## config.mk

```make
export PLATFORM = sky130hd
export DESIGN_NAME = rcs_control
export DESIGN_NICKNAME = d
export VERILOG_FILES = /design/src/hw/rcs_pkg.sv /design/src/hw/rcs_control.sv
export SDC_FILE = /design/constraint.sdc
export NUM_CORES = 1
export LEC_CHECK = 0
export BUFFER_PORTS_ARGS = -buffer_cell sky130_fd_sc_hd__buf_2
export CORE_ASPECT_RATIO = 0.9
export CORE_MARGIN = 3
export CORE_UTILIZATION = 51
export CTS_BUF_LIST = sky130_fd_sc_hd__clkbuf_8
export CTS_CLUSTER_SIZE = 16
export DETAILED_ROUTE_END_ITERATION = 6
export PLACE_DENSITY = 0.8
export RECOVER_POWER = 50
export SETUP_SLACK_MARGIN = 0.3
export SKIP_CTS_REPAIR_TIMING = 1
export SLEW_MARGIN = 20
export SYNTH_ARGS = -nofsm -noshare
export SYNTH_HDL_FRONTEND = slang
export SYNTH_SLANG_ARGS = --single-unit
```

## constraint.sdc

```tcl
create_clock -name ref_clk -period 3.1 [get_ports ref_clk]
set_input_delay 0.62 -clock ref_clk [delete_from_list [all_inputs] [get_ports ref_clk]]
set_output_delay 0.62 -clock ref_clk [all_outputs]
set_load 0.01 [all_outputs]
```

## src/hw/rcs_pkg.sv

```systemverilog
// rcs_pkg: constants and types for the regulator control state machine
package rcs_pkg;
	// register map
	localparam logic [7:0] MINI_CFG_ADDR = 8'h0f;
	localparam logic [7:0] MINI_CFG_RESET = 8'h9e;
	// field positions inside mini_buck_config
	localparam int FULL_DUTY_BIT = 7;
	localparam int SPREAD_BIT = 6;
	localparam int FORCED_CCM_BIT = 5;
	localparam int HSD_HI = 4;
	localparam int HSD_LO = 3;
	localparam int LSD_HI = 2;
	localparam int LSD_LO = 1;
	localparam logic [1:0] DRIVE_LOW_NOISE = 2'h0;
	localparam logic [1:0] DRIVE_EFFICIENT = 2'h3;
	// delay times in ns and cycles at 100 MHz
	localparam int CLK_PERIOD_NS = 10;
	localparam int BIAS_RESET_DELAY_NS = 1000;
	localparam int HICCUP_DELAY_NS = 5000;
	localparam int TIMER_W = 16;
	localparam logic [TIMER_W-1:0] BIAS_RESET_CYCLES =
		TIMER_W'((BIAS_RESET_DELAY_NS + CLK_PERIOD_NS - 1) / CLK_PERIOD_NS);
	localparam logic [TIMER_W-1:0] HICCUP_CYCLES =
		TIMER_W'((HICCUP_DELAY_NS + CLK_PERIOD_NS - 1) / CLK_PERIOD_NS);
	localparam logic [TIMER_W-1:0] TIMER_RESET = 16'h0000;

	// controller states
	typedef enum logic [3:0] {
		ST_NO_POWER,
		ST_BIAS_RAMP,
		ST_FREQ_CHECK,
		ST_BIAS_READY,
		ST_MAIN_RAMP,
		ST_MAIN_ON,
		ST_SERVO,
		ST_BIAS_RESET,
		ST_MAIN_SHUTDOWN,
		ST_MAIN_ERROR
	} rcs_state_type;

	// analog status comparators, asynchronous to ref_clk
	typedef struct packed {
		logic power_present;
		logic uvlo;
		logic ovlo;
		logic mini_up;
		logic freq_valid;
		logic freq_out_of_range;
		logic bias_rails_good;
		logic main_good;
		logic mini_ocp;
		logic mini_ovp;
		logic mini_uvp;
		logic aux_uvp;
		logic hard_tsd;
		logic soft_tsd;
		logic uvp_latch;
		logic uvp_hiccup;
		logic sync_err_latch;
		logic sync_err_hiccup;
		logic out_ovp;
		logic out_ocp;
		logic shutdown_done;
		logic servo_done;
		logic enable;
		logic internal_enable;
	} rcs_status_type;

	// decoded mini converter options
	typedef struct packed {
		logic full_duty;
		logic spread_spectrum;
		logic forced_ccm;
		logic [1:0] high_side_drive_strength;
		logic [1:0] low_side_drive_strength;
	} rcs_mini_cfg_type;
endpackage

```

## src/hw/rcs_control.sv

```systemverilog
// rcs_control: supervisory state machine and mini converter config register
//
// Contract
// - 8-bit read/write mini converter config register at address 0x0F.
// - bit 7 enables full-duty mode; resets to one.
// - bit 6 enables spread-spectrum switching; resets to zero.
// - bit 5 selects forced continuous conduction, else pulse-skipping; resets zero.
// - bits 4:3 high-side drive: 00 low noise, 11 efficient (reset); never 01/10.
// - bits 2:1 low-side drive: 00 low noise, 11 efficient (reset); never 01/10.
// - power removed, undervoltage or overvoltage lockout sends any state to no power.
// - no power to bias ramp on power; bias ramp to resistor check when mini up.
// - resistor valid and bias good enter bias ready; enable rise starts main ramp.
// - main ramp enables converter with bias good; main good rising enters main on.
// - main on shows both goods; target register change enters servo.
// - servo slews with bias good high, main good low; leaves on completion.
// - bias faults from normal states enter bias reset; delay expiry returns to ramp.
// - with enable high, latch-off faults enter main shutdown; done returns to ready.
// - with enable high, hiccup faults enter main error; timer or internal enable fall exits.
// - register interface only works once bias power good is high.
`timescale 1ns/1ps
`default_nettype none

module rcs_control #(
	parameter logic [15:0] BIAS_RESET_CYCLES = rcs_pkg::BIAS_RESET_CYCLES,
	parameter logic [15:0] HICCUP_CYCLES = rcs_pkg::HICCUP_CYCLES
) (
	// clock and power-on reset
	input wire logic ref_clk,
	input wire logic reset,
	// analog comparators and pins
	input wire rcs_pkg::rcs_status_type status_in,
	// same-clock events from the host side
	input wire logic target_change,
	input wire logic reg_wr,
	input wire logic reg_rd,
	input wire logic [7:0] reg_addr,
	input wire logic [7:0] reg_wdata,
	// register read data
	output logic [7:0] reg_rdata,
	// indicators and rail enables
	output logic bias_power_good,
	output logic main_power_good,
	output logic bias_enable,
	output logic main_enable,
	output rcs_pkg::rcs_state_type state_out,
	// mini converter options
	output rcs_pkg::rcs_mini_cfg_type mini_cfg
);
	rcs_pkg::rcs_status_type sync1_reg;
	rcs_pkg::rcs_status_type st;
	logic enable_prev_reg;
	logic ien_prev_reg;
	logic bias_good_prev_reg;
	logic main_good_prev_reg;
	rcs_pkg::rcs_state_type state_reg;
	rcs_pkg::rcs_state_type state_next;
	logic [15:0] timer_reg;
	logic [7:0] cfg_reg;
	logic [7:0] cfg_next;
	logic power_loss;
	logic bias_fault;
	logic latch_fault;
	logic hiccup_fault;
	logic enable_rise;
	logic ien_fall;
	logic bias_rise;
	logic main_rise;
	logic normal_state;
	logic main_active;
	logic cfg_wr_ok;

	// two-flop synchroniser; the first stage feeds only the second
	always_ff @(posedge ref_clk or posedge reset) begin
		if (reset) begin
			sync1_reg <= '0;
			st <= '0;
		end else begin
			sync1_reg <= status_in;
			st <= sync1_reg;
		end
	end

	// previous values for edge detection on synchronised levels
	always_ff @(posedge ref_clk or posedge reset) begin
		if (reset) begin
			enable_prev_reg <= 1'b0;
			ien_prev_reg <= 1'b0;
			bias_good_prev_reg <= 1'b0;
			main_good_prev_reg <= 1'b0;
		end else begin
			enable_prev_reg <= st.enable;
			ien_prev_reg <= st.internal_enable;
			bias_good_prev_reg <= st.bias_rails_good;
			main_good_prev_reg <= st.main_good;
		end
	end

	assign enable_rise = st.enable && !enable_prev_reg;
	assign ien_fall = !st.internal_enable && ien_prev_reg;
	assign bias_rise = st.bias_rails_good && !bias_good_prev_reg;
	assign main_rise = st.main_good && !main_good_prev_reg;

	// fault groups
	assign power_loss = !st.power_present || st.uvlo || st.ovlo;
	assign bias_fault = st.mini_ocp || st.mini_ovp || st.mini_uvp || st.aux_uvp
		|| st.freq_out_of_range || st.hard_tsd;
	assign latch_fault = ien_fall || st.uvp_latch || st.sync_err_latch
		|| st.out_ovp || st.out_ocp;
	assign hiccup_fault = st.uvp_hiccup || st.sync_err_hiccup || st.soft_tsd;

	// states in which bias faults are watched
	assign normal_state = state_reg inside {rcs_pkg::ST_BIAS_RAMP, rcs_pkg::ST_FREQ_CHECK,
		rcs_pkg::ST_BIAS_READY, rcs_pkg::ST_MAIN_RAMP, rcs_pkg::ST_MAIN_ON,
		rcs_pkg::ST_SERVO};
	// states in which the main converter can be running
	assign main_active = state_reg inside {rcs_pkg::ST_MAIN_RAMP, rcs_pkg::ST_MAIN_ON,
		rcs_pkg::ST_SERVO};

	// next state; fault checks come first so their order sets priority
	always_comb begin
		state_next = state_reg;
		if (power_loss) begin
			state_next = rcs_pkg::ST_NO_POWER;
		end else if (normal_state && bias_fault) begin
			state_next = rcs_pkg::ST_BIAS_RESET;
		end else if (st.enable && latch_fault
			&& (main_active || state_reg == rcs_pkg::ST_MAIN_ERROR)) begin
			state_next = rcs_pkg::ST_MAIN_SHUTDOWN;
		end else if (st.enable && hiccup_fault && main_active) begin
			state_next = rcs_pkg::ST_MAIN_ERROR;
		end else begin
			unique case (state_reg)
				rcs_pkg::ST_NO_POWER: begin
					state_next = rcs_pkg::ST_BIAS_RAMP;
				end
				rcs_pkg::ST_BIAS_RAMP: begin
					if (st.mini_up) begin
						state_next = rcs_pkg::ST_FREQ_CHECK;
					end
				end
				rcs_pkg::ST_FREQ_CHECK: begin
					// the level also counts so a rail already good is not missed
					if (st.freq_valid && (bias_rise || st.bias_rails_good)) begin
						state_next = rcs_pkg::ST_BIAS_READY;
					end
				end
				rcs_pkg::ST_BIAS_READY: begin
					if (enable_rise) begin
						state_next = rcs_pkg::ST_MAIN_RAMP;
					end
				end
				rcs_pkg::ST_MAIN_RAMP: begin
					if (main_rise) begin
						state_next = rcs_pkg::ST_MAIN_ON;
					end
				end
				rcs_pkg::ST_MAIN_ON: begin
					if (target_change) begin
						state_next = rcs_pkg::ST_SERVO;
					end
				end
				rcs_pkg::ST_SERVO: begin
					if (st.servo_done) begin
						state_next = rcs_pkg::ST_MAIN_ON;
					end
				end
				rcs_pkg::ST_BIAS_RESET: begin
					if (timer_reg == rcs_pkg::TIMER_RESET) begin
						state_next = rcs_pkg::ST_BIAS_RAMP;
					end
				end
				rcs_pkg::ST_MAIN_SHUTDOWN: begin
					if (st.shutdown_done) begin
						state_next = rcs_pkg::ST_BIAS_READY;
					end
				end
				rcs_pkg::ST_MAIN_ERROR: begin
					if (ien_fall) begin
						state_next = rcs_pkg::ST_BIAS_READY;
					end else if (timer_reg == rcs_pkg::TIMER_RESET) begin
						state_next = rcs_pkg::ST_MAIN_RAMP;
					end
				end
				default: begin
					state_next = rcs_pkg::ST_NO_POWER;
				end
			endcase
		end
	end

	// state register
	always_ff @(posedge ref_clk or posedge reset) begin
		if (reset) begin
			state_reg <= rcs_pkg::ST_NO_POWER;
		end else begin
			state_reg <= state_next;
		end
	end

	// delay counter, loaded on entry and counted down to zero
	always_ff @(posedge ref_clk or posedge reset) begin
		if (reset) begin
			timer_reg <= rcs_pkg::TIMER_RESET;
		end else if (state_next != state_reg
			&& state_next == rcs_pkg::ST_BIAS_RESET) begin
			timer_reg <= BIAS_RESET_CYCLES - 16'h0001;
		end else if (state_next != state_reg
			&& state_next == rcs_pkg::ST_MAIN_ERROR) begin
			timer_reg <= HICCUP_CYCLES - 16'h0001;
		end else if (timer_reg != rcs_pkg::TIMER_RESET) begin
			timer_reg <= timer_reg - 16'h0001;
		end
	end

	// outputs follow the state being entered so they change with it
	always_ff @(posedge ref_clk or posedge reset) begin
		if (reset) begin
			bias_power_good <= 1'b0;
			main_power_good <= 1'b0;
			bias_enable <= 1'b0;
			main_enable <= 1'b0;
			state_out <= rcs_pkg::ST_NO_POWER;
		end else begin
			bias_power_good <= state_next inside {rcs_pkg::ST_BIAS_READY,
				rcs_pkg::ST_MAIN_RAMP, rcs_pkg::ST_MAIN_ON, rcs_pkg::ST_SERVO,
				rcs_pkg::ST_MAIN_SHUTDOWN, rcs_pkg::ST_MAIN_ERROR};
			main_power_good <= state_next == rcs_pkg::ST_MAIN_ON;
			bias_enable <= state_next != rcs_pkg::ST_NO_POWER
				&& state_next != rcs_pkg::ST_BIAS_RESET;
			main_enable <= state_next inside {rcs_pkg::ST_MAIN_RAMP,
				rcs_pkg::ST_MAIN_ON, rcs_pkg::ST_SERVO};
			state_out <= state_next;
		end
	end

	// writes land only while bias is good; unused bit 0 stays zero
	assign cfg_wr_ok = reg_wr && bias_power_good
		&& reg_addr == rcs_pkg::MINI_CFG_ADDR;
	always_comb begin
		cfg_next = cfg_reg;
		if (cfg_wr_ok) begin
			cfg_next[rcs_pkg::FULL_DUTY_BIT] = reg_wdata[rcs_pkg::FULL_DUTY_BIT];
			cfg_next[rcs_pkg::SPREAD_BIT] = reg_wdata[rcs_pkg::SPREAD_BIT];
			cfg_next[rcs_pkg::FORCED_CCM_BIT] = reg_wdata[rcs_pkg::FORCED_CCM_BIT];
			// an invalid mixed drive code keeps the previous setting
			if (reg_wdata[rcs_pkg::HSD_HI] == reg_wdata[rcs_pkg::HSD_LO]) begin
				cfg_next[rcs_pkg::HSD_HI:rcs_pkg::HSD_LO] =
					reg_wdata[rcs_pkg::HSD_HI:rcs_pkg::HSD_LO];
			end
			if (reg_wdata[rcs_pkg::LSD_HI] == reg_wdata[rcs_pkg::LSD_LO]) begin
				cfg_next[rcs_pkg::LSD_HI:rcs_pkg::LSD_LO] =
					reg_wdata[rcs_pkg::LSD_HI:rcs_pkg::LSD_LO];
			end
		end
	end

	// config register; power-on reset restores defaults
	always_ff @(posedge ref_clk or posedge reset) begin
		if (reset) begin
			cfg_reg <= rcs_pkg::MINI_CFG_RESET;
		end else begin
			cfg_reg <= cfg_next;
		end
	end

	// registered read data; other addresses read as zero
	always_ff @(posedge ref_clk or posedge reset) begin
		if (reset) begin
			reg_rdata <= 8'h00;
		end else if (reg_rd && bias_power_good
			&& reg_addr == rcs_pkg::MINI_CFG_ADDR) begin
			reg_rdata <= cfg_reg;
		end else begin
			reg_rdata <= 8'h00;
		end
	end

	// decoded options to the mini converter
	always_ff @(posedge ref_clk or posedge reset) begin
		if (reset) begin
			// options show the register defaults during reset, not an all-zero mix
			mini_cfg <= rcs_pkg::rcs_mini_cfg_type'(rcs_pkg::MINI_CFG_RESET[7:1]);
		end else begin
			mini_cfg.full_duty <= cfg_next[rcs_pkg::FULL_DUTY_BIT];
			mini_cfg.spread_spectrum <= cfg_next[rcs_pkg::SPREAD_BIT];
			mini_cfg.forced_ccm <= cfg_next[rcs_pkg::FORCED_CCM_BIT];
			mini_cfg.high_side_drive_strength <= cfg_next[rcs_pkg::HSD_HI:rcs_pkg::HSD_LO];
			mini_cfg.low_side_drive_strength <= cfg_next[rcs_pkg::LSD_HI:rcs_pkg::LSD_LO];
		end
	end

	power_loss_a: assert property (@(posedge ref_clk) disable iff (reset)
		power_loss |=> state_reg == rcs_pkg::ST_NO_POWER)
		else $error("power loss did not reach no power");

	bias_ramp_a: assert property (@(posedge ref_clk) disable iff (reset)
		state_reg == rcs_pkg::ST_NO_POWER && !power_loss
		|=> state_reg == rcs_pkg::ST_BIAS_RAMP)
		else $error("no power did not move to bias ramp");

	bias_fault_a: assert property (@(posedge ref_clk) disable iff (reset)
		!power_loss && normal_state && bias_fault
		|=> state_reg == rcs_pkg::ST_BIAS_RESET)
		else $error("bias fault missed");

	main_good_a: assert property (@(posedge ref_clk) disable iff (reset)
		main_power_good |-> bias_power_good && state_reg == rcs_pkg::ST_MAIN_ON)
		else $error("main good outside main on");

	servo_flags_a: assert property (@(posedge ref_clk) disable iff (reset)
		state_reg == rcs_pkg::ST_SERVO |-> bias_power_good && !main_power_good)
		else $error("servo indicator levels wrong");

	main_enable_a: assert property (@(posedge ref_clk) disable iff (reset)
		state_reg == rcs_pkg::ST_MAIN_RAMP |-> main_enable && bias_power_good)
		else $error("main ramp without enable");

	reset_delay_a: assert property (@(posedge ref_clk) disable iff (reset)
		$rose(state_reg == rcs_pkg::ST_BIAS_RESET)
		|-> timer_reg == BIAS_RESET_CYCLES - 16'h0001)
		else $error("bias reset delay not loaded");

	hiccup_exit_a: assert property (@(posedge ref_clk) disable iff (reset)
		state_reg == rcs_pkg::ST_MAIN_ERROR && timer_reg == rcs_pkg::TIMER_RESET
		&& !power_loss && !bias_fault && !latch_fault
		|=> state_reg == rcs_pkg::ST_MAIN_RAMP)
		else $error("hiccup expiry did not restart");

	cfg_guard_a: assert property (@(posedge ref_clk) disable iff (reset)
		!bias_power_good |=> $stable(cfg_reg))
		else $error("config changed before bias good");

	drive_code_a: assert property (@(posedge ref_clk) disable iff (reset)
		cfg_reg[rcs_pkg::HSD_HI] == cfg_reg[rcs_pkg::HSD_LO]
		&& cfg_reg[rcs_pkg::LSD_HI] == cfg_reg[rcs_pkg::LSD_LO])
		else $error("invalid drive strength code held");
endmodule

`default_nettype wire

```

== After elaboration in Yosys (flattened, before gate mapping) ==
Index checks and enable logic that the tools add are counted.

* Multiplexer cells: 22
* Equality and inequality tests: 21
* $add $sub $neg: 1
* Reduce and logical (&&, ||, !) cells: 46

{| class="wikitable"
|+ Operators with widths
! operator !! number
|-
| $mux 4 || 14
|-
| $mux 16 || 3
|-
| $pmux 4 s10 || 1
|-
| $eq 4x3->1 const B || 8
|-
| $logic_and 1x1->1 || 17
|-
| $eq 4x4->1 const B || 4
|-
| $logic_not 16->1 || 1
|-
| $reduce_bool 16->1 || 1
|-
| $sub 16x1->16 const B || 1
|-
| $logic_or 1x1->1 || 15
|-
| $eq 4x2->1 const B || 3
|-
| $reduce_bool 6->1 || 2
|-
| $reduce_bool 3->1 || 3
|-
| $eq 8x4->1 const B || 1
|-
| $mux 8 || 1
|-
| $mux 7 || 1
|-
| $logic_not 1->1 || 5
|-
| $eq 4x1->1 const B || 1
|-
| $logic_not 4->1 || 1
|-
| $mux 2 || 2
|-
| $ne 4x3->1 const B || 1
|-
| $ne 4x4->1 || 1
|-
| $reduce_bool 4->1 || 1
|-
| $eq 1x1->1 || 2
|}

* Output and inout port bits: 23
* Flip-flop bits (word level): 98

== Longest topological paths before layout ==
Gate-level depths: netlist (run 1).

* Word-level depth: 15
* Gate-level depth with buffers: 10

== Worst setup path after synthesis (run 1) ==
Ideal clock, no wire load.

* Path type: reg-to-reg
* From: reg timer_reg[2]
* To: reg timer_reg[1]
* Path buffers: 2
* Library setup time: 0.121 ns
* Slack: 0.460 ns
* Cell stages (with the launch flop): 10
* Arrival time: 2.519 ns
* Path through: dfrtp_1 > or4_1 > buf_2 > nor4_4 > nor3_4 > o31ai_4 > o211ai_2 > and2_1 > buf_6 > a22o_1

* Word-level cells in the longest chain between the ends: 12
* Elaborated cells on any way between the ends: 18
* Those cells by class: 3 x eq/ne; 10 x mux; 5 x reduce/logical

{| class="wikitable"
|+ Ends and longest elaborated chain
! element !! line !! text
|-
| start: declaration || rcs_control.sv:57 || <nowiki>logic [15:0] timer_reg;</nowiki>
|-
| start signal: assignment || rcs_control.sv:203 || <nowiki>timer_reg <= rcs_pkg::TIMER_RESET;</nowiki>
|-
| start signal: assignment || rcs_control.sv:206 || <nowiki>timer_reg <= BIAS_RESET_CYCLES - 16'h0001;</nowiki>
|-
| start signal: assignment || rcs_control.sv:209 || <nowiki>timer_reg <= HICCUP_CYCLES - 16'h0001;</nowiki>
|-
| $logic_not 16->1 || rcs_control.sv:168, rcs_control.sv:180 ||
|-
| $mux 4 || rcs_control.sv:180 || <nowiki>end else if (timer_reg == rcs_pkg::TIMER_RESET) begin</nowiki>
|-
| $mux 4 || rcs_control.sv:178 || <nowiki>if (ien_fall) begin</nowiki>
|-
| $pmux 4 s10 || rcs_control.sv:132 || <nowiki>unique case (state_reg)</nowiki>
|-
| $mux 4 || rcs_control.sv:129 || <nowiki>end else if (st.enable && hiccup_fault && main_active) begin</nowiki>
|-
| $mux 4 || rcs_control.sv:126 || <nowiki>end else if (st.enable && latch_fault</nowiki>
|-
| $mux 4 || rcs_control.sv:124 || <nowiki>end else if (normal_state && bias_fault) begin</nowiki>
|-
| $mux 4 || rcs_control.sv:122 || <nowiki>if (power_loss) begin</nowiki>
|-
| $ne 4x4->1 or $eq 4x4->1 (tied branches) || rcs_control.sv:204, rcs_control.sv:207, rcs_control.sv:208 ||
|-
| $logic_and 1x1->1 || rcs_control.sv:208 || <nowiki>&& state_next == rcs_pkg::ST_MAIN_ERROR) begin</nowiki>
|-
| $mux 16 || rcs_control.sv:207 || <nowiki>end else if (state_next != state_reg</nowiki>
|-
| $mux 16 || rcs_control.sv:204 || <nowiki>end else if (state_next != state_reg</nowiki>
|}

Parallel ways exist; a longest one is shown, timed or not.
A chain may end at the register's enable or synchronous reset.

== Final worst setup path (run 1) ==
* From: reg timer_reg[1]
* To: reg timer_reg[1]

The elaborated chain is that of the path after synthesis.

==> results.env, run 1 <==
SYNTH_TOP_AREA_SHARE_PCT=58.8
FP.DIEH_UM=85.4
MAX_CAPACITANCE_VIOLATION_COUNT=1
NFILLCELLS=486
WORSTSETUPENDPOINTTYPE='flop'
ROUTED_WIRE_LENGTH_PER_INSTANCE_UM=15.7
GRT_SETUP_UNREPAIRED='false'
HTREEDEPTH=3
TIMING.CRITICAL_PATH.ARRIVAL_NS=2.93
MOST_USED_STANDARD_CELL_BY_INSTANCE_COUNT_AFTER_SYNTHESIS='sky130_fd_sc_hd__dfrtp_1'
SYNTH_WARNINGS=0
MET3_WIRELENGTH_UM=483
FINAL_PERIOD_MINUS_WORST_SETUP_SLACK_NS=2.68
NUMBER_OF_GLOBAL_ROUTE_VIAS_BEFORE_REPAIR=2529
ROUTED-WL-MET2_MM=3.63
CRIT_BUF_INV=1
SYNTH-MAIN-FF-CELL='sky130_fd_sc_hd__dfrtp_1'
POWER.SHARE.CLOCK_PCT=29.7
INTERNAL_REG_TO_REG_SETUP_SLACK_NS=0.42
AREA.GROWTH.SYNTH_TO_FINAL_PCT=19.0
WORST_IR_DROP_VDD_uV=444
YOSYS.AREA_SHARE.ADDER_PCT=1.05
BEGINNING_OF_THE_WORST_HOLD_PATH='sync1_reg[5]'
WORST_SKEW_PAIR_LATENCY_NS=0.36
FLOORPLAN.IO_PINS=68
P_LEAK_uW=0.00202
RESULT_OF_THE_RUN='finished, violations left'
SYNTH_CELLS=294
GRT_REMAINING_OVERFLOW=0
WORSTSETUPPATHTYPE='flop to flop'
DETAILED_PLACE.AREA_MM2=0.00401
POWER.DENSITY_CELL_AREA_mW_PER_MM2=612
WORSTSETUPSTARTPOINTTYPE='flop'
RR_WORST_DEPTH=9
ITERATION_0_DRC_MARKERS=230
MIN_DELAY_WORST_ENDPOINT='st[5]'
WORSTPATHCELLLIST='inv_1 -> ha_4 -> or3b_2 -> nor4_4 -> o22ai_1 -> a21oi_2 -> o211ai_2 -> and2_4 -> a22o_1'
YS_FF_LATCH=89
FAILED_CHECKS='capacitance limit, slew limit'
SETUP-TNS-FINAL_NS=0
SYN_NETS=342
ASR_FLOP_RATIO_SYNTH_PCT=100
CRIT_FAMILY='simple AND/OR/NAND/NOR gates'
POST_SYNTH_XOR_AREA_FRACTION_PCT=3.19
ANT_NETS=0
CLOCK_TREE.ROOT_CELL='sky130_fd_sc_hd__clkbuf_8'
TOTALWIRELENGTH_MM=7.23
HOLDPATHSTAGES=0
NNETSFINAL=414
YOSYSUNIQUECELLTYPES=59
SYNTH_COMPOUND_AREA_SHARE_PCT=10.8
CRITICAL-PATH-MAX-STAGE-DELAY_NS=0.49
CORE_AREA_MM2=0.00669
FLOORPLAN.ROWS=28
YOSYSSEQAREASHARE_PCT=62.5
COMBPWRFRAC_PCT=17.8
DETAILED_PLACE_HPWL_MM=4.88
HOLD_PATH.CLASS='flop to flop'
SYNTH.TOP_CELLS.BY_AREA='sky130_fd_sc_hd__dfrtp_1 (59%), sky130_fd_sc_hd__dfstp_2 (3.7%), sky130_fd_sc_hd__mux2_2 (2.8%)'
FINAL-MAX-SLEW-VIOLATION-COUNT=90
INTERNAL-POWER_uW=1820
RELSLEWSLACK_PCT=-39.2
NUMBER_OF_SYNTHESIZED_FLOPS_WITH_AN_ENABLE_PIN=0
SYNTH.TOP_CELLS.BY_COUNT='sky130_fd_sc_hd__dfrtp_1 (84), sky130_fd_sc_hd__nand2_1 (17), sky130_fd_sc_hd__a21oi_1 (16), sky130_fd_sc_hd__nor2_1 (16), sky130_fd_sc_hd__o21ai_0 (12)'
AVGVIACOUNTPERCELL=5.59
GRT_START_MAX_NET_PINS=90
N_ANTENNA_CELL=0
INITIAL_CORE_UTIL_PCT=53.4
CRIT_PATH_MAX_FANOUT=10
POST_ROUTE_CELLS_DRIVE_ABOVE_1_SHARE_PCT=33.7
ANTENNA_FOUND_INITIAL=0
SETUP-VIOLATIONS-FINAL=0
FLOORPLAN.DIE.WIDTH_UM=94.2
PLACE.GP.CONGESTION=0.863
SYN-MEAN-INSTANCE-AREA_UM2=12.2
P_SW_uW=785
FLOORPLAN.DIE_AREA_MM2=0.00805
CLOCK_SINK_COUNT=89
VIAS=2579
CTS_MADE_BUFFERS=9
CLOCK_TREE.BUFFER_DEPTH=2
DRT_PASS1_ITERATIONS=4
BUFFER_PORTS.INSERTED=65
RR_ENDPOINT='timer_reg[1]'
R2R_START='timer_reg[1]'
SLEW_AT_THE_PIN_CLOSEST_TO_ITS_MAX_SLEW_LIMIT_NS=2.09
FINALHOLDVIOLCOUNT=0
SYNTH_TOP_FAMILY_BY_AREA='simple AND/OR/NAND/NOR gates'
YOSYS.AREA.TOP_TYPE='sky130_fd_sc_hd__dfrtp_1'
WORST_SETUP_HOLD_PATH_CLK_SLEW_NS=0.09
WL_MET1_MM=3.01
FIN_WORST_SKEW_NS=0.00772
CRIT_SLOWEST_CELL='sky130_fd_sc_hd__or3b_2'
REMAINING_DRC_ERRORS=0
FINALINSTANCEAREA_MM2=0.00425
TRITONCTS_CLOCK_TREE='built'
SHARE_OF_POWER_BURNED_IN_REGISTERS_PCT=52.4
SYNTHESIS.AREA_MM2=0.00357
SYNTH.AREA.MUX_SHARE_PCT=2.84
WORST-ENDPOINT-REQUIRED_NS=3.36
GRT_FIRST_PASS_WIRELENGTH_MM=12.0
MAX_CLOCK_FREQ_MHz=373
GLOBAL_ROUTE.USAGE.TOTAL_PCT=19.2
SW_FRAC_OF_TOTAL_PCT=30.2
PERIOD_UTILISATION_LAYOUT_PCT=86.4
TOP_LAYER_USED='met4'
SYNTH-SIMPLE-AREA-SHARE_PCT=17.3
[layout by cell type (no fill, tap or decap), types with 3 or more instances in the layout]
cell                       instances
sky130_fd_sc_hd__and3_1           10
sky130_fd_sc_hd__xnor2_1           9
sky130_fd_sc_hd__nor3_4            3
sky130_fd_sc_hd__buf_4             6
sky130_fd_sc_hd__inv_1             5
sky130_fd_sc_hd__nand2_1          17
sky130_fd_sc_hd__nor3_1            9
sky130_fd_sc_hd__or3b_2            3
sky130_fd_sc_hd__o21ai_0           9
sky130_fd_sc_hd__inv_6             4
sky130_fd_sc_hd__a31oi_1           3
sky130_fd_sc_hd__a21oi_1          16
sky130_fd_sc_hd__or3_1             6
sky130_fd_sc_hd__clkbuf_8         10
sky130_fd_sc_hd__o21ai_1           3
sky130_fd_sc_hd__nand3_1           8
sky130_fd_sc_hd__nor2_1           16
sky130_fd_sc_hd__dfstp_2           5
sky130_fd_sc_hd__or4_4             3
sky130_fd_sc_hd__xor2_1            4
sky130_fd_sc_hd__dfrtp_1          83
sky130_fd_sc_hd__nand2b_1          3
sky130_fd_sc_hd__or4_1             3
sky130_fd_sc_hd__buf_2            64
sky130_fd_sc_hd__nor2b_1           3
sky130_fd_sc_hd__a211o_1           3
sky130_fd_sc_hd__mux2_2            9
sky130_fd_sc_hd__nor4_1            4
[metal layers]
metal  vias up  track usage [%]
li1       1191                -
met2       114             31.3
met4         0             5.51
met3        13             5.59
met1      1261             25.2
met5         -                0
[stage by stage]
stage               worst slack (ns)  cells  hold WS (ns)  total power [uW]  util (%)
detailed placement             0.303    443         0.335              1790      59.9
CTS                            0.287    459         0.343              2560      62.9
finish                         0.420    461         0.348              2600      63.5
floorplan                      0.460    294         0.331              1670         -
global placement               0.361    443         0.333              1760      59.9
global route                   0.240    461         0.332              2750      63.5
[cells by family after synthesis]
group	after synthesis
other cells	1
flops	89
mux	9
fa+ha+maj	3
compound gates	57
buf+inv	18
xor+xnor	13
simple gates	104
[final cells by class]
cell class              instances  area, um2  area share (%)
well taps                      90        113            2.65
flip-flops and latches         89       2230            52.6
clock buffers                  10        138            3.24
inverters                       7       30.0           0.707
multi-input cells             187       1300            30.6
repair buffers                 72        374            8.80
clock inverters                 6       58.8            1.38
[worst max path at each step]
stage / startpoint / endpoint / cells past startpoint
global route: reset / state_out[1] / 3
CTS: timer_reg[10] / timer_reg[1] / 7
finish: timer_reg[1] / timer_reg[1] / 9
detailed placement: timer_reg[10] / timer_reg[1] / 7
global placement: timer_reg[10] / timer_reg[1] / 7
floorplan: timer_reg[2] / timer_reg[1] / 9
[power groups by stage]
stage	logic (uW)	registers, uW	clock network, uW
final	464	1360	774
after global routing	525	1370	849
after CTS	426	1350	787
after detailed placement	418	1370	0
after floorplan	323	1350	0
after global placement	401	1360	0
(Power assumes the default switching activity.)
==> inputs of run 2 (changes only) <==
MAX_ROUTING_LAYER = met4   (was not set)
==> results.env, run 2 (same netlist as run 1, synthesis figures left out) <==
RR_ENDPOINT='timer_reg[2]'
N_ANTENNA_CELL=0
FINAL-MAX-SLEW-VIOLATION-COUNT=90
TIMING.CRITICAL_PATH.ARRIVAL_NS=2.91
NUMBER_OF_GLOBAL_ROUTE_VIAS_BEFORE_REPAIR=2529
PERIOD_UTILISATION_LAYOUT_PCT=86.2
FP.DIEH_UM=85.4
RESULT_OF_THE_RUN='finished, violations left'
CRIT_SLOWEST_CELL='sky130_fd_sc_hd__or3b_2'
RELSLEWSLACK_PCT=-37.8
CRIT_FAMILY='simple AND/OR/NAND/NOR gates'
FIN_CELLS=461
SLEW_AT_THE_PIN_CLOSEST_TO_ITS_MAX_SLEW_LIMIT_NS=2.07
P_LEAK_uW=0.00203
WORSTSETUPPATHTYPE='flop to flop'
HTREEDEPTH=3
CRIT_BUF_INV=2
FLOORPLAN.IO_PINS=68
GLOBAL_ROUTE.USAGE.TOTAL_PCT=19.8
WORST_SETUP_HOLD_PATH_CLK_SLEW_NS=0.09
BUFFER_PORTS.INSERTED=65
CORE_AREA_MM2=0.00669
TOTALWIRELENGTH_MM=7.24
GRT_FIRST_PASS_WIRELENGTH_MM=12.0
PLACE.GP.CONGESTION=0.877
CRIT_PATH_MAX_FANOUT=9
CLOCK_SINK_COUNT=89
PLACED_CELLS=443
NNETSFINAL=414
WORST_IR_DROP_VDD_uV=443
REMAINING_DRC_ERRORS=0
WORSTSETUPSTARTPOINTTYPE='flop'
FLOORPLAN.DIE.WIDTH_UM=94.2
TRITONCTS_CLOCK_TREE='built'
FINAL_PERIOD_MINUS_WORST_SETUP_SLACK_NS=2.67
DETAILED_PLACE.AREA_MM2=0.00401
AVGVIACOUNTPERCELL=5.49
INTERNAL_REG_TO_REG_SETUP_SLACK_NS=0.43
FIN_WORST_SKEW_NS=0.00883
HOLDPATHSTAGES=0
DRT_PASS1_ITERATIONS=4
GRT_START_MAX_NET_PINS=90
WORST_SKEW_PAIR_LATENCY_NS=0.36
R2R_START='timer_reg[1]'
ROUTED_WIRE_LENGTH_PER_INSTANCE_UM=15.7
ANTENNA_FOUND_INITIAL=0
RR_WORST_DEPTH=10
MAX_CAPACITANCE_VIOLATION_COUNT=1
CTS_MADE_BUFFERS=9
FINALINSTANCEAREA_MM2=0.00426
SETUP-VIOLATIONS-FINAL=0
CRITICAL-PATH-MAX-STAGE-DELAY_NS=0.49
FLOORPLAN.ROWS=28
WORST-ENDPOINT-REQUIRED_NS=3.34
CLOCK_TREE.BUFFER_DEPTH=2
MIN_DELAY_WORST_ENDPOINT='st[5]'
FLOORPLAN.DIE_AREA_MM2=0.00805
POST_ROUTE_CELLS_DRIVE_ABOVE_1_SHARE_PCT=34.0
BEGINNING_OF_THE_WORST_HOLD_PATH='sync1_reg[5]'
LAYOUT.CELLS.MOST_COMMON='sky130_fd_sc_hd__dfrtp_1'
AREA.GROWTH.SYNTH_TO_FINAL_PCT=19.2
INITIAL_CORE_UTIL_PCT=53.4
WORSTSETUPENDPOINTTYPE='flop'
FINALHOLDVIOLCOUNT=0
CLOCK_TREE.ROOT_CELL='sky130_fd_sc_hd__clkbuf_8'
DETAILED_PLACE_HPWL_MM=4.88
LAYOUT_COMMON_CELLS='sky130_fd_sc_hd__dfrtp_1 (83), sky130_fd_sc_hd__buf_2 (64), sky130_fd_sc_hd__nand2_1 (17)'
ITERATION_0_DRC_MARKERS=283
FAILED_CHECKS='capacitance limit, slew limit'
MAX_CLOCK_FREQ_MHz=374
VIAS=2531
HOLD_PATH.CLASS='flop to flop'
SETUP-TNS-FINAL_NS=0
GRT_REMAINING_OVERFLOW=0
POWER.DENSITY_CELL_AREA_mW_PER_MM2=611
WORSTPATHCELLLIST='inv_1 -> ha_4 -> or3b_2 -> or4_1 -> o21ai_2 -> nand3_1 -> mux2_2 -> nand3_2 -> buf_4 -> a22oi_1'
ANT_NETS=0
GRT_SETUP_UNREPAIRED='false'
[run 2: cell counts in the layout (fill, tap and decap cells not counted)]
No cell type changed its count.
[run 2: per-stage QoR]
stage / hold slack [ns] / utilization [%] / total power [uW] / setup WS [ns]
2_1_floorplan: 0.331 / - / 1670 / 0.460
3_3_place_gp: 0.333 / 59.9 / 1760 / 0.361
3_5_place_dp: 0.335 / 59.9 / 1790 / 0.303
4_1_cts: 0.343 / 62.9 / 2560 / 0.287
5_1_grt: 0.333 / 63.6 / 2750 / 0.240
6_report: 0.346 / 63.6 / 2600 / 0.429
[run 2: cell type report]
cell class	count	area (um2)
clock inverter	6	58.8
tap	90	113
multi-input combinational	187	1310
sequential	89	2230
inverter	7	30.0
fill	485	2430
clock buffer	10	138
timing repair buffer	72	374
[run 2: metal layers]
layer  vias up  GRT usage [%]  share of wire [%]
li1       1191              -                  -
met1      1237           25.2                 42
met2        92           31.2                 50
met3        11           5.59                6.2
met4         0           5.51                1.4
met5         -              -                  0
[run 2: report_power, final]
group | leakage, uW | switching, uW | internal [uW]
sequential | 0.00109 | 91.6 | 1270
combinational | 0.000843 | 250 | 214
clock | 0.0000971 | 443 | 331
total | 0.00203 | 784 | 1820
[run 2: worst max-delay path by stage]
stage,start,endpoint,slack [ns],cells after the start
6_report,timer_reg[1],timer_reg[2],0.43,10
5_1_grt,reset,state_out[1],0.24,3
4_1_cts,timer_reg[10],timer_reg[1],0.29,7
3_5_place_dp,timer_reg[10],timer_reg[1],0.30,7
3_3_place_gp,timer_reg[10],timer_reg[1],0.36,7
2_1_floorplan,timer_reg[2],timer_reg[1],0.46,9
==> inputs of run 3 (changes only) <==
ABC_CLOCK_PERIOD_IN_PS = 3100   (was not set)
CORE_UTILIZATION = 45   (was 51)
PLACE_DENSITY = 0.73   (was 0.8)
==> results.env, run 3 (same netlist as run 1, synthesis figures left out) <==
WL_MET1_MM=2.86
WORSTSETUPPATHTYPE='flop to flop'
TOP_LAYER_USED='met4'
CLOCK_SINK_COUNT=89
DETAILED_PLACE_HPWL_MM=4.52
CRIT_SLOWEST_CELL='sky130_fd_sc_hd__or3b_2'
MET3_WIRELENGTH_UM=301
CORE_AREA_MM2=0.00762
P_LEAK_uW=0.00203
PLACE.GP.CONGESTION=0.882
FINALINSTANCEAREA_MM2=0.00428
LAYOUT.CELLS.MOST_COMMON='sky130_fd_sc_hd__dfrtp_1'
REMAINING_DRC_ERRORS=0
WORSTPATHCELLLIST='inv_1 -> ha_2 -> or3b_2 -> nor4_4 -> nor3_4 -> o31ai_4 -> o211ai_2 -> and2_4 -> a22o_1'
INITIAL_CORE_UTIL_PCT=46.9
WORST_SETUP_HOLD_PATH_CLK_SLEW_NS=0.10
P_SW_uW=760
GLOBAL_ROUTE.USAGE.TOTAL_PCT=15.6
FIN_WORST_SKEW_NS=0.00942
POWER.DENSITY_CELL_AREA_mW_PER_MM2=615
PRE_CTS_SLACK_NS=0.309
WORST_IR_DROP_VDD_uV=496
GRT_FIRST_PASS_WIRELENGTH_MM=11.1
N_ANTENNA_CELL=0
LAYOUT_SETUP_WS_NS=0.420
TIMING.CRITICAL_PATH.ARRIVAL_NS=2.93
LAYOUT.AREA.SEQ_MM2=0.00223
DETAILED_PLACE.AREA_MM2=0.00401
NNETSFINAL=413
SW_FRAC_OF_TOTAL_PCT=28.9
HTREEDEPTH=3
SLEW_AT_THE_PIN_CLOSEST_TO_ITS_MAX_SLEW_LIMIT_NS=1.17
ROUTED_WIRE_LENGTH_PER_INSTANCE_UM=13.9
LAYOUT_COMMON_CELLS='sky130_fd_sc_hd__dfrtp_1 (83), sky130_fd_sc_hd__buf_2 (64), sky130_fd_sc_hd__nand2_1 (17)'
GRT_SETUP_UNREPAIRED='true'
NUMBER_OF_GLOBAL_ROUTE_VIAS_BEFORE_REPAIR=2415
WORSTSETUPSTARTPOINTTYPE='flop'
WORST_SKEW_PAIR_LATENCY_NS=0.35
ANTENNA_FOUND_INITIAL=0
FLOORPLAN.DIE.WIDTH_UM=99.9
ITERATION_0_DRC_MARKERS=183
SHARE_OF_POWER_BURNED_IN_REGISTERS_PCT=51.4
AREA.GROWTH.SYNTH_TO_FINAL_PCT=19.7
RESULT_OF_THE_RUN='completed'
MULTI_INPUT_AREA_MM2=0.00129
POWER.SHARE.CLOCK_PCT=31.9
FLOORPLAN.DIE_AREA_MM2=0.00904
CLOCK_TREE.ROOT_CELL='sky130_fd_sc_hd__clkbuf_8'
HOLDPATHSTAGES=0
CRIT_PATH_MAX_FANOUT=10
NFILLCELLS=626
TRITONCTS_CLOCK_TREE='built'
MAX_CLOCK_FREQ_MHz=373
SETUP-TNS-FINAL_NS=0
INTERNAL-POWER_uW=1870
DRT_PASS1_ITERATIONS=4
CRITICAL-PATH-MAX-STAGE-DELAY_NS=0.50
FP.DIEH_UM=90.5
ANT_NETS=0
RELSLEWSLACK_PCT=21.3
FINALHOLDWORSTSLACK_NS=0.345
AVGVIACOUNTPERCELL=5.25
VIAS=2445
FLOORPLAN.ROWS=30
HOLD_PATH.CLASS='flop to flop'
RR_WORST_DEPTH=9
MAX_CAPACITANCE_VIOLATION_COUNT=0
CTS_MADE_BUFFERS=9
POST_ROUTE_CELLS_DRIVE_ABOVE_1_SHARE_PCT=33.2
FLOORPLAN.IO_PINS=68
SETUP-VIOLATIONS-FINAL=0
COMBPWRFRAC_PCT=16.6
WORST-ENDPOINT-REQUIRED_NS=3.35
TOTALWIRELENGTH_MM=6.46
WORSTSETUPENDPOINTTYPE='flop'
GRT_REMAINING_OVERFLOW=0
FINALHOLDVIOLCOUNT=0
PERIOD_UTILISATION_LAYOUT_PCT=86.5
ROUTED-WL-MET2_MM=3.19
CLOCK_TREE.BUFFER_DEPTH=2
FINAL-MAX-SLEW-VIOLATION-COUNT=0
GRT_START_MAX_NET_PINS=63
FINAL_PERIOD_MINUS_WORST_SETUP_SLACK_NS=2.68
BUFFER_PORTS.INSERTED=65
[run 3: cell count changes in the layout (fill, tap and decap cells not counted), moves of 3 or more]
cell and delta:
sky130_fd_sc_hd__inv_6 -4, sky130_fd_sc_hd__inv_8 +3, sky130_fd_sc_hd__o21ai_0 +3, sky130_fd_sc_hd__o21ai_1 -3
[run 3: critical path, delay by kind of cell, from the launching register on]
kind	cells	cell delay, ns
AND/OR/NAND/NOR	4	1.22
AO/OA/AOI/OAI	3	0.67
buffers and inverters	1	0.10
flip-flops	1	0.37
adder cells (fa/ha/maj)	1	0.22
[run 3: routing by layer]
metal / track usage, % / vias up
li1: - / 1190
met1: 20.6 / 1180
met2: 24.1 / 64
met3: 3.71 / 11
met4: 4.89 / 0
met5: - / -
[run 3: cell type report]
class	count	share of cell area [%]
Inverter	7	0.644
Clock buffer	9	2.90
Timing Repair Buffer	71	8.92
Multi-Input combinational cell	187	30.2
Tap cell	96	2.81
Sequential cell	89	52.3
Clock inverter	7	2.25
[run 3: power groups by stage]
stage	logic [uW]	registers, uW	clock network, uW
finish	438	1350	840
global route	497	1370	917
CTS	414	1350	870
detailed placement	411	1370	0
global placement	402	1360	0
floorplan	323	1350	0
[run 3: path summary, 6_finish.rpt]
| kind | endpoint | slack, ns | startpoint |
|---|---|---|---|
| max | timer_reg[1] | 0.42 | timer_reg[0] |
| min | st[13] | 0.35 | sync1_reg[13] |
| max reg2reg | timer_reg[1] | 0.42 | timer_reg[0] |
| min reg2reg | st[13] | 0.35 | sync1_reg[13] |
| max in group asynchronous | timer_reg[15] | 1.81 | reset |
| min in group asynchronous | sync1_reg[0] | 0.47 | reset |
[run 3: through the flow]
| step | cells | util, % | total power, uW |
|---|---|---|---|
| floorplan | 294 | - | 1670 |
| global placement | 448 | 52.6 | 1770 |
| detailed placement | 448 | 52.6 | 1780 |
| CTS | 464 | 55.5 | 2630 |
| global route | 466 | 56.1 | 2780 |
| finish | 466 | 56.1 | 2630 |
